$ cat src/logic/icc_pkg.sv
// Package for the input capture channel block: register map, field layout, modes.
// Assumes an AXI4-Lite master with 32-bit data and one word per register.
// What this block does
// - Each qualifying pin event copies the full 16-bit selected time base count.
// - Mode 011 captures rising, 010 falling, 001 every edge.
// - Mode 101 captures every 16th rising edge, mode 100 every 4th.
// - Modes 000 and 110 leave the channel off with no captures.
// - Mode 111 is a rising-edge interrupt in Sleep or Idle only, no capture.
// - Interrupt after every first, second, third or fourth capture per field.
// - In every-edge mode the captures-per-interrupt field is ignored.
// - Timebase select set samples time base A, clear samples time base B.
// - Each channel holds captures in a four-entry first-in first-out buffer.
// - Read-only overflow flag set by hardware on overflow, cleared by hardware while the channel mode is 000.
// - Read-only buffer-not-empty bit is 1 while any captured value remains unread.
// - Stop-in-idle set halts captures in Idle but not mode 111 interrupts; clear keeps captures running.
// - A capture pin event can wake the device from Sleep and Idle.
// - Only channels one and two request DMA; software then uses one-per-interrupt.
// - Up to eight independent channels, each with pin, control and buffer.
// - Implemented control bits reset to 0; unimplemented bits always read 0.
package icc_pkg;
    localparam int MAX_CH = 8;
    localparam int FIFO_DEPTH = 4;

    // Byte addresses; channel c sits at c * CH_STRIDE.
    localparam logic [6:0] CH_STRIDE = 7'h08;
    localparam logic [6:0] CTL_OFF = 7'h00;
    localparam logic [6:0] BUF_OFF = 7'h04;
    localparam logic [6:0] STAT_OFF = 7'h40;
    localparam logic [6:0] MASK_OFF = 7'h44;

    // Control field positions.
    localparam int SIDL_BIT = 13;
    localparam int TMR_BIT = 7;
    localparam int CPI_LSB = 5;
    localparam int OV_BIT = 4;
    localparam int BNE_BIT = 3;
    localparam int MODE_LSB = 0;
    localparam logic [15:0] CTL_WMASK = 16'h20E7;
    localparam logic [15:0] CTL_RESET = 16'h0000;
    localparam logic [7:0] STAT_RESET = 8'h00;
    localparam logic [7:0] MASK_RESET = 8'h00;

    localparam logic [1:0] RESP_OKAY = 2'h0;
    localparam logic [1:0] RESP_SLVERR = 2'h2;

    typedef enum logic [2:0] {
        ICC_OFF = 3'b000,
        ICC_EVERY = 3'b001,
        ICC_FALL = 3'b010,
        ICC_RISE = 3'b011,
        ICC_DIV4 = 3'b100,
        ICC_DIV16 = 3'b101,
        ICC_UNUSED = 3'b110,
        ICC_INTONLY = 3'b111
    } icc_mode_t;
endpackage : icc_pkg

$ cat src/logic/icc_capture.sv
// Input capture block: up to eight channels timestamping edges into small buffers.
// Assumes time base counts, cpu_idle and cpu_sleep come from logic on aclk;
// capture pins are asynchronous and are synchronised here.
`timescale 1ns/1ps
module icc_capture import icc_pkg::*; #(
    parameter int NUM_CH = 8
) (
    input wire logic aclk, // 40 MHz clock
    input wire logic aresetn, // synchronous reset, low active
    input wire logic [NUM_CH-1:0] capture_pin, // asynchronous capture inputs
    input wire logic [15:0] time_base_a_count, // first time base
    input wire logic [15:0] time_base_b_count, // second time base
    input wire logic cpu_idle, // CPU in Idle
    input wire logic cpu_sleep, // CPU in Sleep
    input wire logic [6:0] s_axi_awaddr, // write address
    input wire logic s_axi_awvalid, // write address valid
    output logic s_axi_awready, // write address ready
    input wire logic [31:0] s_axi_wdata, // write data
    input wire logic [3:0] s_axi_wstrb, // write strobes
    input wire logic s_axi_wvalid, // write data valid
    output logic s_axi_wready, // write data ready
    output logic [1:0] s_axi_bresp, // write response
    output logic s_axi_bvalid, // write response valid
    input wire logic s_axi_bready, // write response ready
    input wire logic [6:0] s_axi_araddr, // read address
    input wire logic s_axi_arvalid, // read address valid
    output logic s_axi_arready, // read address ready
    output logic [31:0] s_axi_rdata, // read data
    output logic [1:0] s_axi_rresp, // read response
    output logic s_axi_rvalid, // read data valid
    input wire logic s_axi_rready, // read data ready
    output logic irq, // level interrupt
    output logic wake, // one-cycle wake request
    output logic [1:0] dma_req // one-cycle DMA requests, channels one and two
);
    // The three-bit channel decode and the status lane serve eight channels at most.
    if (NUM_CH < 1 || NUM_CH > MAX_CH) begin : g_bad_num_ch
        $error("NUM_CH must lie between 1 and 8");
    end

    typedef struct packed {
        logic [NUM_CH-1:0][15:0] ctl;
        logic [NUM_CH-1:0][FIFO_DEPTH-1:0][15:0] fifo;
        logic [NUM_CH-1:0][1:0] wptr;
        logic [NUM_CH-1:0][1:0] rptr;
        logic [NUM_CH-1:0][2:0] cnt;
        logic [NUM_CH-1:0][3:0] pre;
        logic [NUM_CH-1:0][1:0] icnt;
        logic [NUM_CH-1:0] ov;
        logic [NUM_CH-1:0] sync1;
        logic [NUM_CH-1:0] sync2;
        logic [NUM_CH-1:0] prev;
        logic [NUM_CH-1:0] stat;
        logic [NUM_CH-1:0] mask;
        logic irq;
        logic wake;
        logic [1:0] dma;
        logic awready;
        logic wready;
        logic bvalid;
        logic [1:0] bresp;
        logic arready;
        logic rvalid;
        logic [1:0] rresp;
        logic [31:0] rdata;
    } icc_state_t;

    icc_state_t st;
    icc_state_t next_st;
    logic [NUM_CH-1:0] fire;
    logic [NUM_CH-1:0] rise;
    logic [NUM_CH-1:0] intonly;
    logic [NUM_CH-1:0] pop;
    logic [NUM_CH-1:0][15:0] cap_val;

    always_comb begin
        logic wr_go;
        logic rd_go;
        logic wr_ch_hit;
        logic rd_ch_hit;
        logic [2:0] wr_ch;
        logic [2:0] rd_ch;
        logic [NUM_CH-1:0] clr;
        logic [NUM_CH-1:0] set;
        logic [15:0] wmerge;
        logic fall;
        logic halt;
        logic push;
        logic low_power;
        icc_mode_t mode;
        wr_go = 1'b0;
        rd_go = 1'b0;
        wr_ch = 3'h0;
        rd_ch = 3'h0;
        wr_ch_hit = 1'b0;
        rd_ch_hit = 1'b0;
        clr = '0;
        set = '0;
        wmerge = 16'h0000;
        fall = 1'b0;
        halt = 1'b0;
        push = 1'b0;
        mode = ICC_OFF;
        fire = '0;
        rise = '0;
        intonly = '0;
        pop = '0;
        cap_val = '0;
        next_st = st;
        low_power = cpu_sleep | cpu_idle;

        // Write address and data are taken together in one cycle.
        next_st.awready = s_axi_awvalid & s_axi_wvalid & ~st.awready & ~st.bvalid;
        next_st.wready = s_axi_awvalid & s_axi_wvalid & ~st.awready & ~st.bvalid;
        wr_go = st.awready;
        wr_ch = s_axi_awaddr[5:3];
        wr_ch_hit = (s_axi_awaddr[6] == 1'b0) && (int'(wr_ch) < NUM_CH)
            && (s_axi_awaddr[1:0] == 2'h0);
        if (st.bvalid && s_axi_bready) begin
            next_st.bvalid = 1'b0;
        end
        next_st.arready = s_axi_arvalid & ~st.arready & ~st.rvalid;
        rd_go = st.arready;
        rd_ch = s_axi_araddr[5:3];
        rd_ch_hit = (s_axi_araddr[6] == 1'b0) && (int'(rd_ch) < NUM_CH)
            && (s_axi_araddr[1:0] == 2'h0);
        if (st.rvalid && s_axi_rready) begin
            next_st.rvalid = 1'b0;
        end

        if (wr_go) begin
            next_st.bvalid = 1'b1;
            next_st.bresp = RESP_OKAY;
            if (s_axi_awaddr == STAT_OFF) begin
                if (s_axi_wstrb[0]) begin
                    clr = s_axi_wdata[NUM_CH-1:0];
                end
            end else if (s_axi_awaddr == MASK_OFF) begin
                if (s_axi_wstrb[0]) begin
                    next_st.mask = s_axi_wdata[NUM_CH-1:0];
                end
            end else if (!wr_ch_hit) begin
                next_st.bresp = RESP_SLVERR;
            end
        end

        if (rd_go) begin
            next_st.rvalid = 1'b1;
            next_st.rresp = RESP_OKAY;
            next_st.rdata = 32'h0000_0000;
            if (s_axi_araddr == STAT_OFF) begin
                next_st.rdata[NUM_CH-1:0] = st.stat;
            end else if (s_axi_araddr == MASK_OFF) begin
                next_st.rdata[NUM_CH-1:0] = st.mask;
            end else if (rd_ch_hit && s_axi_araddr[2] == BUF_OFF[2]) begin
                next_st.rdata[15:0] = st.fifo[rd_ch][st.rptr[rd_ch]];
                pop[rd_ch] = (st.cnt[rd_ch] != 3'h0);
            end else if (rd_ch_hit) begin
                next_st.rdata[15:0] = st.ctl[rd_ch] & CTL_WMASK;
                next_st.rdata[OV_BIT] = st.ov[rd_ch];
                next_st.rdata[BNE_BIT] = (st.cnt[rd_ch] != 3'h0);
            end else begin
                next_st.rresp = RESP_SLVERR;
            end
        end

        next_st.wake = 1'b0;
        next_st.dma = 2'h0;
        for (int c = 0; c < NUM_CH; c++) begin
            // Only the second stage feeds edge detection.
            next_st.sync1[c] = capture_pin[c];
            next_st.sync2[c] = st.sync1[c];
            next_st.prev[c] = st.sync2[c];
            rise[c] = st.sync2[c] & ~st.prev[c];
            fall = ~st.sync2[c] & st.prev[c];
            mode = icc_mode_t'(st.ctl[c][MODE_LSB +: 3]);
            halt = cpu_idle & st.ctl[c][SIDL_BIT];
            cap_val[c] = st.ctl[c][TMR_BIT] ? time_base_a_count : time_base_b_count;
            unique case (mode)
                ICC_EVERY: fire[c] = rise[c] | fall;
                ICC_FALL: fire[c] = fall;
                ICC_RISE: fire[c] = rise[c];
                ICC_DIV4: fire[c] = rise[c] && (st.pre[c][1:0] == 2'h3);
                ICC_DIV16: fire[c] = rise[c] && (st.pre[c] == 4'hF);
                ICC_OFF: fire[c] = 1'b0;
                ICC_UNUSED: fire[c] = 1'b0;
                ICC_INTONLY: fire[c] = 1'b0;
            endcase
            fire[c] = fire[c] & ~halt;
            intonly[c] = (mode == ICC_INTONLY) && rise[c] && low_power;
            if (rise[c] && !halt && (mode == ICC_DIV4 || mode == ICC_DIV16)) begin
                next_st.pre[c] = st.pre[c] + 4'h1;
            end
            if (mode == ICC_OFF) begin
                next_st.pre[c] = 4'h0;
                next_st.icnt[c] = 2'h0;
                next_st.ov[c] = 1'b0;
            end

            push = fire[c] && (st.cnt[c] != 3'(FIFO_DEPTH));
            if (fire[c] && !push) begin
                next_st.ov[c] = 1'b1;
            end
            if (push) begin
                next_st.fifo[c][st.wptr[c]] = cap_val[c];
                next_st.wptr[c] = st.wptr[c] + 2'h1;
            end
            if (pop[c]) begin
                next_st.rptr[c] = st.rptr[c] + 2'h1;
            end
            next_st.cnt[c] = st.cnt[c] + 3'(push) - 3'(pop[c]);

            if (fire[c]) begin
                if (mode == ICC_EVERY || st.icnt[c] == st.ctl[c][CPI_LSB +: 2]) begin
                    set[c] = 1'b1;
                    next_st.icnt[c] = 2'h0;
                end else begin
                    next_st.icnt[c] = st.icnt[c] + 2'h1;
                end
            end
            set[c] = set[c] | intonly[c];
            if ((fire[c] || intonly[c]) && low_power) begin
                next_st.wake = 1'b1;
            end
            if (c < 2) begin
                next_st.dma[c] = push;
            end

            if (wr_go && wr_ch_hit && int'(wr_ch) == c && s_axi_awaddr[2] == CTL_OFF[2]) begin
                wmerge = st.ctl[c];
                if (s_axi_wstrb[0]) begin
                    wmerge[7:0] = s_axi_wdata[7:0];
                end
                if (s_axi_wstrb[1]) begin
                    wmerge[15:8] = s_axi_wdata[15:8];
                end
                next_st.ctl[c] = wmerge & CTL_WMASK;
                next_st.pre[c] = 4'h0;
            end
        end
        // Set wins over a same-cycle write-one clear, so no event is lost.
        next_st.stat = (st.stat & ~clr) | set;
        next_st.irq = |(next_st.stat & next_st.mask);
    end

    always_ff @(posedge aclk) begin
        if (!aresetn) begin
            st <= '0;
            for (int c = 0; c < NUM_CH; c++) begin
                st.ctl[c] <= CTL_RESET;
            end
            st.stat <= STAT_RESET[NUM_CH-1:0];
            st.mask <= MASK_RESET[NUM_CH-1:0];
        end else begin
            st <= next_st;
        end
    end

    assign s_axi_awready = st.awready;
    assign s_axi_wready = st.wready;
    assign s_axi_bvalid = st.bvalid;
    assign s_axi_bresp = st.bresp;
    assign s_axi_arready = st.arready;
    assign s_axi_rvalid = st.rvalid;
    assign s_axi_rresp = st.rresp;
    assign s_axi_rdata = st.rdata;
    assign irq = st.irq;
    assign wake = st.wake;
    assign dma_req = st.dma;

    logic [2:0] mode0;
    assign mode0 = st.ctl[0][2:0];
endmodule : icc_capture

$ cat config.mk
export PLATFORM = sky130hd
export DESIGN_NAME = icc_capture
export DESIGN_NICKNAME = d
export VERILOG_FILES = /design/src/logic/icc_pkg.sv /design/src/logic/icc_capture.sv
export SDC_FILE = /design/constraint.sdc
export NUM_CORES = 2
export LEC_CHECK = 0
export ABC_AREA = 1
export BUFFER_PORTS_ARGS = -buffer_cell sky130_fd_sc_hd__buf_4
export CORE_UTILIZATION = 45
export CTS_BUF_LIST = sky130_fd_sc_hd__clkbuf_16
export DETAILED_ROUTE_END_ITERATION = 12
export MAX_ROUTING_LAYER = met4
export PLACE_DENSITY = 0.74
export SLEW_MARGIN = 25
export SYNTH_ARGS = -nofsm -noshare
export SYNTH_HDL_FRONTEND = slang
export SYNTH_SLANG_ARGS = --single-unit
$ cat constraint.sdc
create_clock -name aclk -period 2.6 [get_ports aclk]
set_clock_uncertainty 0.05 [all_clocks]
set_input_delay 0.52 -clock aclk [delete_from_list [all_inputs] [get_ports aclk]]
set_output_delay 0.52 -clock aclk [all_outputs]
set_load 0.02 [all_outputs]
# Yosys cells after proc, flatten, opt, wreduce, memory -nomap -nowiden
# Index checks and enable logic that the tools add are counted.
[word_totals]
regBits = 748
input_bits = 99
word_cells = 720
output_inout_bits = 45
[op_classes]
order_cmp = 19
n_eq_ne = 99
n_bitwise = 91
reduce_logical = 206
addsub = 48
muxes = 146
[ops]
columns = ["operator", "count"]
rows = [
  ["$bwmux W64", 8],
  ["$mux W16", 18],
  ["$demux W16 S2", 8],
  ["$bmux W64 S3", 1],
  ["$mux W8", 15],
  ["$eq A3 B3 Y1 const B", 36],
  ["$logic_and A1 B1 Y1", 103],
  ["$mux W2", 32],
  ["$mux W64", 1],
  ["$eq A3 B2 Y1 const B", 18],
  ["$add A2 B1 Y2 const B", 24],
  ["$bmux W16 S3", 1],
  ["$pmux W1 S6", 8],
  ["$reduce_or A3 Y1", 16],
  ["$mux W1", 44],
  ["$and A1 B1 Y1", 37],
  ["$reduce_bool A2 Y1", 18],
  ["$mux W35", 1],
  ["$add A4 B1 Y4 const B", 8],
  ["$bmux W16 S2", 1],
  ["$eq A4 B4 Y1 const B", 8],
  ["$not A1 Y1", 32],
  ["$reduce_and A2 Y1", 16],
  ["$eq A7 B7 Y1 const B", 4],
  ["26 further kinds", 151],
]

# Depth between registers and ports, before layout
[logic_depth]
word_depth = 15
ltp_mapped = 20

# Least setup slack after synthesis
# No wires, ideal clock.
[synth_timing]
kind = "input to register"
startpoint = "input port s_axi_araddr[3]"
endpoint = "register st[149] in the netlist's numbering"
path_buffers = 3
arrival_ns = 2.653
path_slack_ns = -0.223
required_ns = 2.429
path_stages = 17
setup_ns = 0.121
path_cell_list = "buf_2 > buf_4 > buf_2 > nand3_1 > o21ai_0 > nor2_1 > nand3_2 > nand2_1 > inv_1 > nand2_1 > inv_1 > ha_1 > inv_1 > ha_1 > fa_1 > o21ai_0 > a21oi_1"
[synth_via]
elab_chain_len = 10
word_cells_on_any_way = 16
classes_between = "add/sub (1); order compare (2); eq/ne (2); mux (8); bitwise (1); reduce/logical (2)"
[synth_lines]
columns = ["element", "line_no", "rtl"]
rows = [
  ["start, declared", "icc_capture.sv:25", "input wire logic [6:0] s_axi_araddr,"],
  ["$lt A3 B4 Y1 (not written as such) / $ge A3 B1 Y1 (equally long branches)", "icc_capture.sv:157", "pop[rd_ch] = (st.cnt[rd_ch] != 3'h0);"],
  ["$logic_and A1 B1 Y1 (not written as such)", "icc_capture.sv:157", ""],
  ["$mux W1 (not written as such)", "icc_capture.sv:157", ""],
  ["$demux W1 S3", "icc_capture.sv:157", ""],
  ["$and A8 B8 Y8 (no source line)", "--", ""],
  ["$mux W8", "icc_capture.sv:155", "end else if (rd_ch_hit && s_axi_araddr[2] == BUF_OFF[2]) begin"],
  ["$mux W8", "icc_capture.sv:153", "end else if (s_axi_araddr == MASK_OFF) begin"],
  ["$mux W8 *", "icc_capture.sv:151", "if (s_axi_araddr == STAT_OFF) begin"],
  ["$mux W8 *", "icc_capture.sv:147", "if (rd_go) begin"],
  ["named net pop[2]", "icc_capture.sv:73", "logic [NUM_CH-1:0] pop;"],
  ["$sub A3 B1 Y3 *", "icc_capture.sv:211", "next_st.cnt[c] = st.cnt[c] + 3'(push) - 3'(pop[c]);"],
  ["end signal, assigned", "icc_capture.sv:255", "st <= next_st;"],
  ["end, declared", "icc_capture.sv:68", "icc_state_t st;"],
]
# Mark *: on every way through the listed nets, which the timed path passes. The rest lies on a longest branch. The select of a mux whose other input is x is not followed.
# A chain may end at the register's enable or synchronous reset.

==> qor.yml <==
placed_design:
  dp_hpwl_mm: 86.2
  dp_cells: 6454
  gp_congestion: 0.970
  pre_cts_ws_ns: -0.275
  io_buffers: 100
setup_path:
  worstPathArrival_ns: 3.12
  worstSetupPathType: "flip-flop to flip-flop"
  r2r-end: "st[160]"
  crit_fanout: 3
  timing.rr.start: "next_st[67]"
  cp_top_family: "adder cells"
  required_ns: 3.14
  r2r_cells: 15
  path_cells: "ha_4 -> inv_2 -> nand2_1 -> nand2_1 -> nand2_1 -> nor2_2 -> nand2_2 -> nor2_4 -> inv_2 -> ha_1 -> inv_1 -> ha_2 -> fa_2 -> nand2_1 -> inv_1"
  worst_setup_path_end_kind: "flip-flop"
  cp_slowest_cell: "fa_2"
  slowest_delay_ns: 0.56
  cpMostUsedCell: "nand2_1"
  rrSetupSlack_ns: 0.02
  startpoint_type: "flip-flop"
  worst-path-buf-inv: 4
clock_tree:
  numClockSinks: 746
  cts_tree: "done"
  cts_max_path_buffers: 3
  cts_buffers: 81
  htreeDepth: 3
  cts-root-buf: "clkbuf_16"
  path_clk_slew_ns: 0.06
  clock_latency_ns: 0.67
floorplan:
  fp.dieH_um: 286
  fp-row-count: 103
  core_area_sq_um: 79500
  dieArea_sq_um: 82000
  boundaryPins: 144
  die_w_um: 286
  start_util_pct: 45.8
pwr:
  cellLeakagePower_nw: 17.7
  max-vdd-ir-drop_v: 0.000518
  p_per_area_nw_per_um2: 582
routing:
  routed_wl_mm: 127
  ant_nets: 0
  vias: 36800
  drt_iter0_drc: 4292
  vias_per_cell: 5.57
  wl_per_cell_um: 19.2
  drc: 0
  drtPass1Iterations: 7
global_routing:
  grt_pass1_vias: 33600
  grt_use_total_pct: 31.1
  globalRouteOverflowTotal: 0
  antenna_found_initial: 3
  grt_pass1_wl_mm: 193
  grt_start_max_net_pins: 164
final_layout:
  fillers: 7589
  drive_gt1_share_pct: 10.8
  layout.nets: 5681
  areaGrowthSynthToFinish_pct: 16.8
  final_cells: 6611
sta:
  slew_viol_final: 0
  slew_headroom_pct: 32.7
  setup_viol: 0
  worst_pin_slew_ns: 1.01
  final_hold_viol_count: 0
  fin_tns_setup_ns: 0
  timing.hold.ws_ns: 0.0147
  fin_crit_ns: 2.58
  final.period_utilization_pct: 99.4
  clock.fmax_ghz: 0.387
  rsz0062_at_grt: "true"
  fin_ws_ns: 0.0167
min_path:
  holdPathStages: 3
  hold_start: "capture_pin[6]"
  holdPathEnd: "next_st[75]"
  hp-class: "primary input to flip-flop"
run:
  max_cap_viol_count: 0
synthesis:
  synth-async-reset-ratio_pct: 0
  yosysWarnings: 0
  synthCells: 5377
  ys_ff_latch: 746
  synthFlopType: "dfxtp_1"
  syn_area_sq_um: 36400
  ys_seq_area_share_pct: 41.0
  avgSynthCellArea_sq_um: 6.77
  synthDistinctLibCells: 44
  synth_edf_count: 0
status:
  outcome: "completed"
==> worst max path at each step <==
stage | startpoint | end | slack [ns] | cells after the start
after global placement | s_axi_araddr[1] | st[155] | -0.23 | 16
final | next_st[67] | st[160] | 0.02 | 15
after global routing | next_st[67] | st[160] | -0.06 | 15
after CTS | st[67] | st[161] | 0.003 | 17
after detailed placement | s_axi_araddr[1] | st[155] | -0.27 | 16
after floorplan | s_axi_araddr[3] | st[148] | -0.04 | 17
==> Yosys cell counts (2+ instances only) <==
cell type	n	area share (%)
inv_1	706	7.3
clkbuf_2	9	0.12
nor3_1	33	0.45
ha_1	72	2.5
nand3b_1	10	0.21
clkbuf_1	193	2.0
buf_1	13	0.13
o21ai_1	3	0.041
nor2_1	377	3.9
o31ai_1	2	0.041
buf_4	47	0.97
a211oi_1	6	0.12
inv_2	4	0.041
xor2_1	21	0.51
a311oi_1	2	0.048
nand4_1	26	0.45
a21oi_1	615	8.5
o22ai_1	18	0.31
fa_1	8	0.44
o21a_1	2	0.041
nor4_1	2	0.034
a21boi_0	3	0.062
o211ai_1	58	1.2
nand2_1	1105	11
o21ai_0	811	11
o21bai_1	3	0.062
and3_1	2	0.034
a32o_1	2	0.055
dfxtp_1	746	41
nor2_2	8	0.14
nor2_4	4	0.12
buf_2	106	1.5
xnor2_1	19	0.46
nand3_1	331	4.6
==> metrics by stage <==
stage | power (mW) | utilization, % | instance area [sq um]
after floorplan | 12.8 | - | 36600
after global placement | 13.6 | 49.8 | 39600
after detailed placement | 13.6 | 49.8 | 39600
after CTS | 24.7 | 53.1 | 42200
after global routing | 25.4 | 53.5 | 42500
final | 24.7 | 53.5 | 42500
==> routing by layer <==
layer  global-route usage [%]  wire (um)  part of all wire, %  up-vias
met1                     40.2      51400                   40    16700
met5                        -          0                    0        -
li1                         -          -                    -    17600
met4                     15.9       7230                  5.7        0
met2                     46.7      54500                   43     2117
met3                     5.35      13800                   11      381
==> registers in the layout, indices dropped and copies added, names as in the netlist <==
name           cells
dma_req            2
irq                1
mode0              3
next_st           16
s_axi_arready      1
s_axi_bresp        1
s_axi_bvalid       1
s_axi_rdata       16
s_axi_rresp        1
s_axi_rvalid       1
s_axi_wready       1
st               701
wake               1
==> report_power, final <==
part | leakage [nW] | internal [mW] | switching [mW]
Clock | 1.32 | 6.30 | 4.96
Sequential | 6.02 | 11.5 | 0.0166
Combinational | 10.3 | 0.609 | 1.38
Total | 17.7 | 18.4 | 6.37
==> what timing repair did <==
item,in CTS,in global routing
pin swaps,14,41
setup endpoints to repair,9,106
resized for setup,20,72
setup buffers,3,7
hold buffers,5,0
gates cloned,0,1
endpoints found under the hold margin,5,0
==> cell families after synthesis <==
logic type / count (synthesis) / share of synthesized area [%]
AOI/OAI and AO/OA: 1528 / 21.7
buffers and inverters: 1080 / 12.0
xor gates and xnor gates: 40 / 0.963
other: 1 / 0.0103
and+or+nand+nor: 1902 / 21.4
DFF: 746 / 41.0
adders and majority gates: 80 / 2.92
==> layout make-up <==
class / instances / area, sq um / area share, %
sequential: 746 / 15000 / 35.2
inverter: 711 / 2690 / 6.31
multi-input combinational: 3569 / 17500 / 41.1
clock buffer: 83 / 2080 / 4.88
timing repair buffer: 393 / 3560 / 8.37
clock inverter: 57 / 462 / 1.09
tap: 1050 / 1310 / 3.09
antenna: 2 / 5.00 / 0.0118
==> tightest hold or removal path, delay by kind of cell <==
kind          cells  cell delay [ns]
buf+inv           2             0.12
simple gates      1             0.04
==> cells in the final DEF (no fill, tap or decap), types with 19 or more instances in the layout <==
cell	instances
nand4_1	26
a21oi_1	614
buf_12	46
dfxtp_1	735
nor2_1	364
nand2_1	1096
xnor2_1	19
o21ai_0	798
nor3_1	29
nand3_1	326
xor2_1	21
inv_1	709
ha_1	60
clkbuf_16	83
o211ai_1	58
buf_4	338
(Power assumes the default switching activity.)
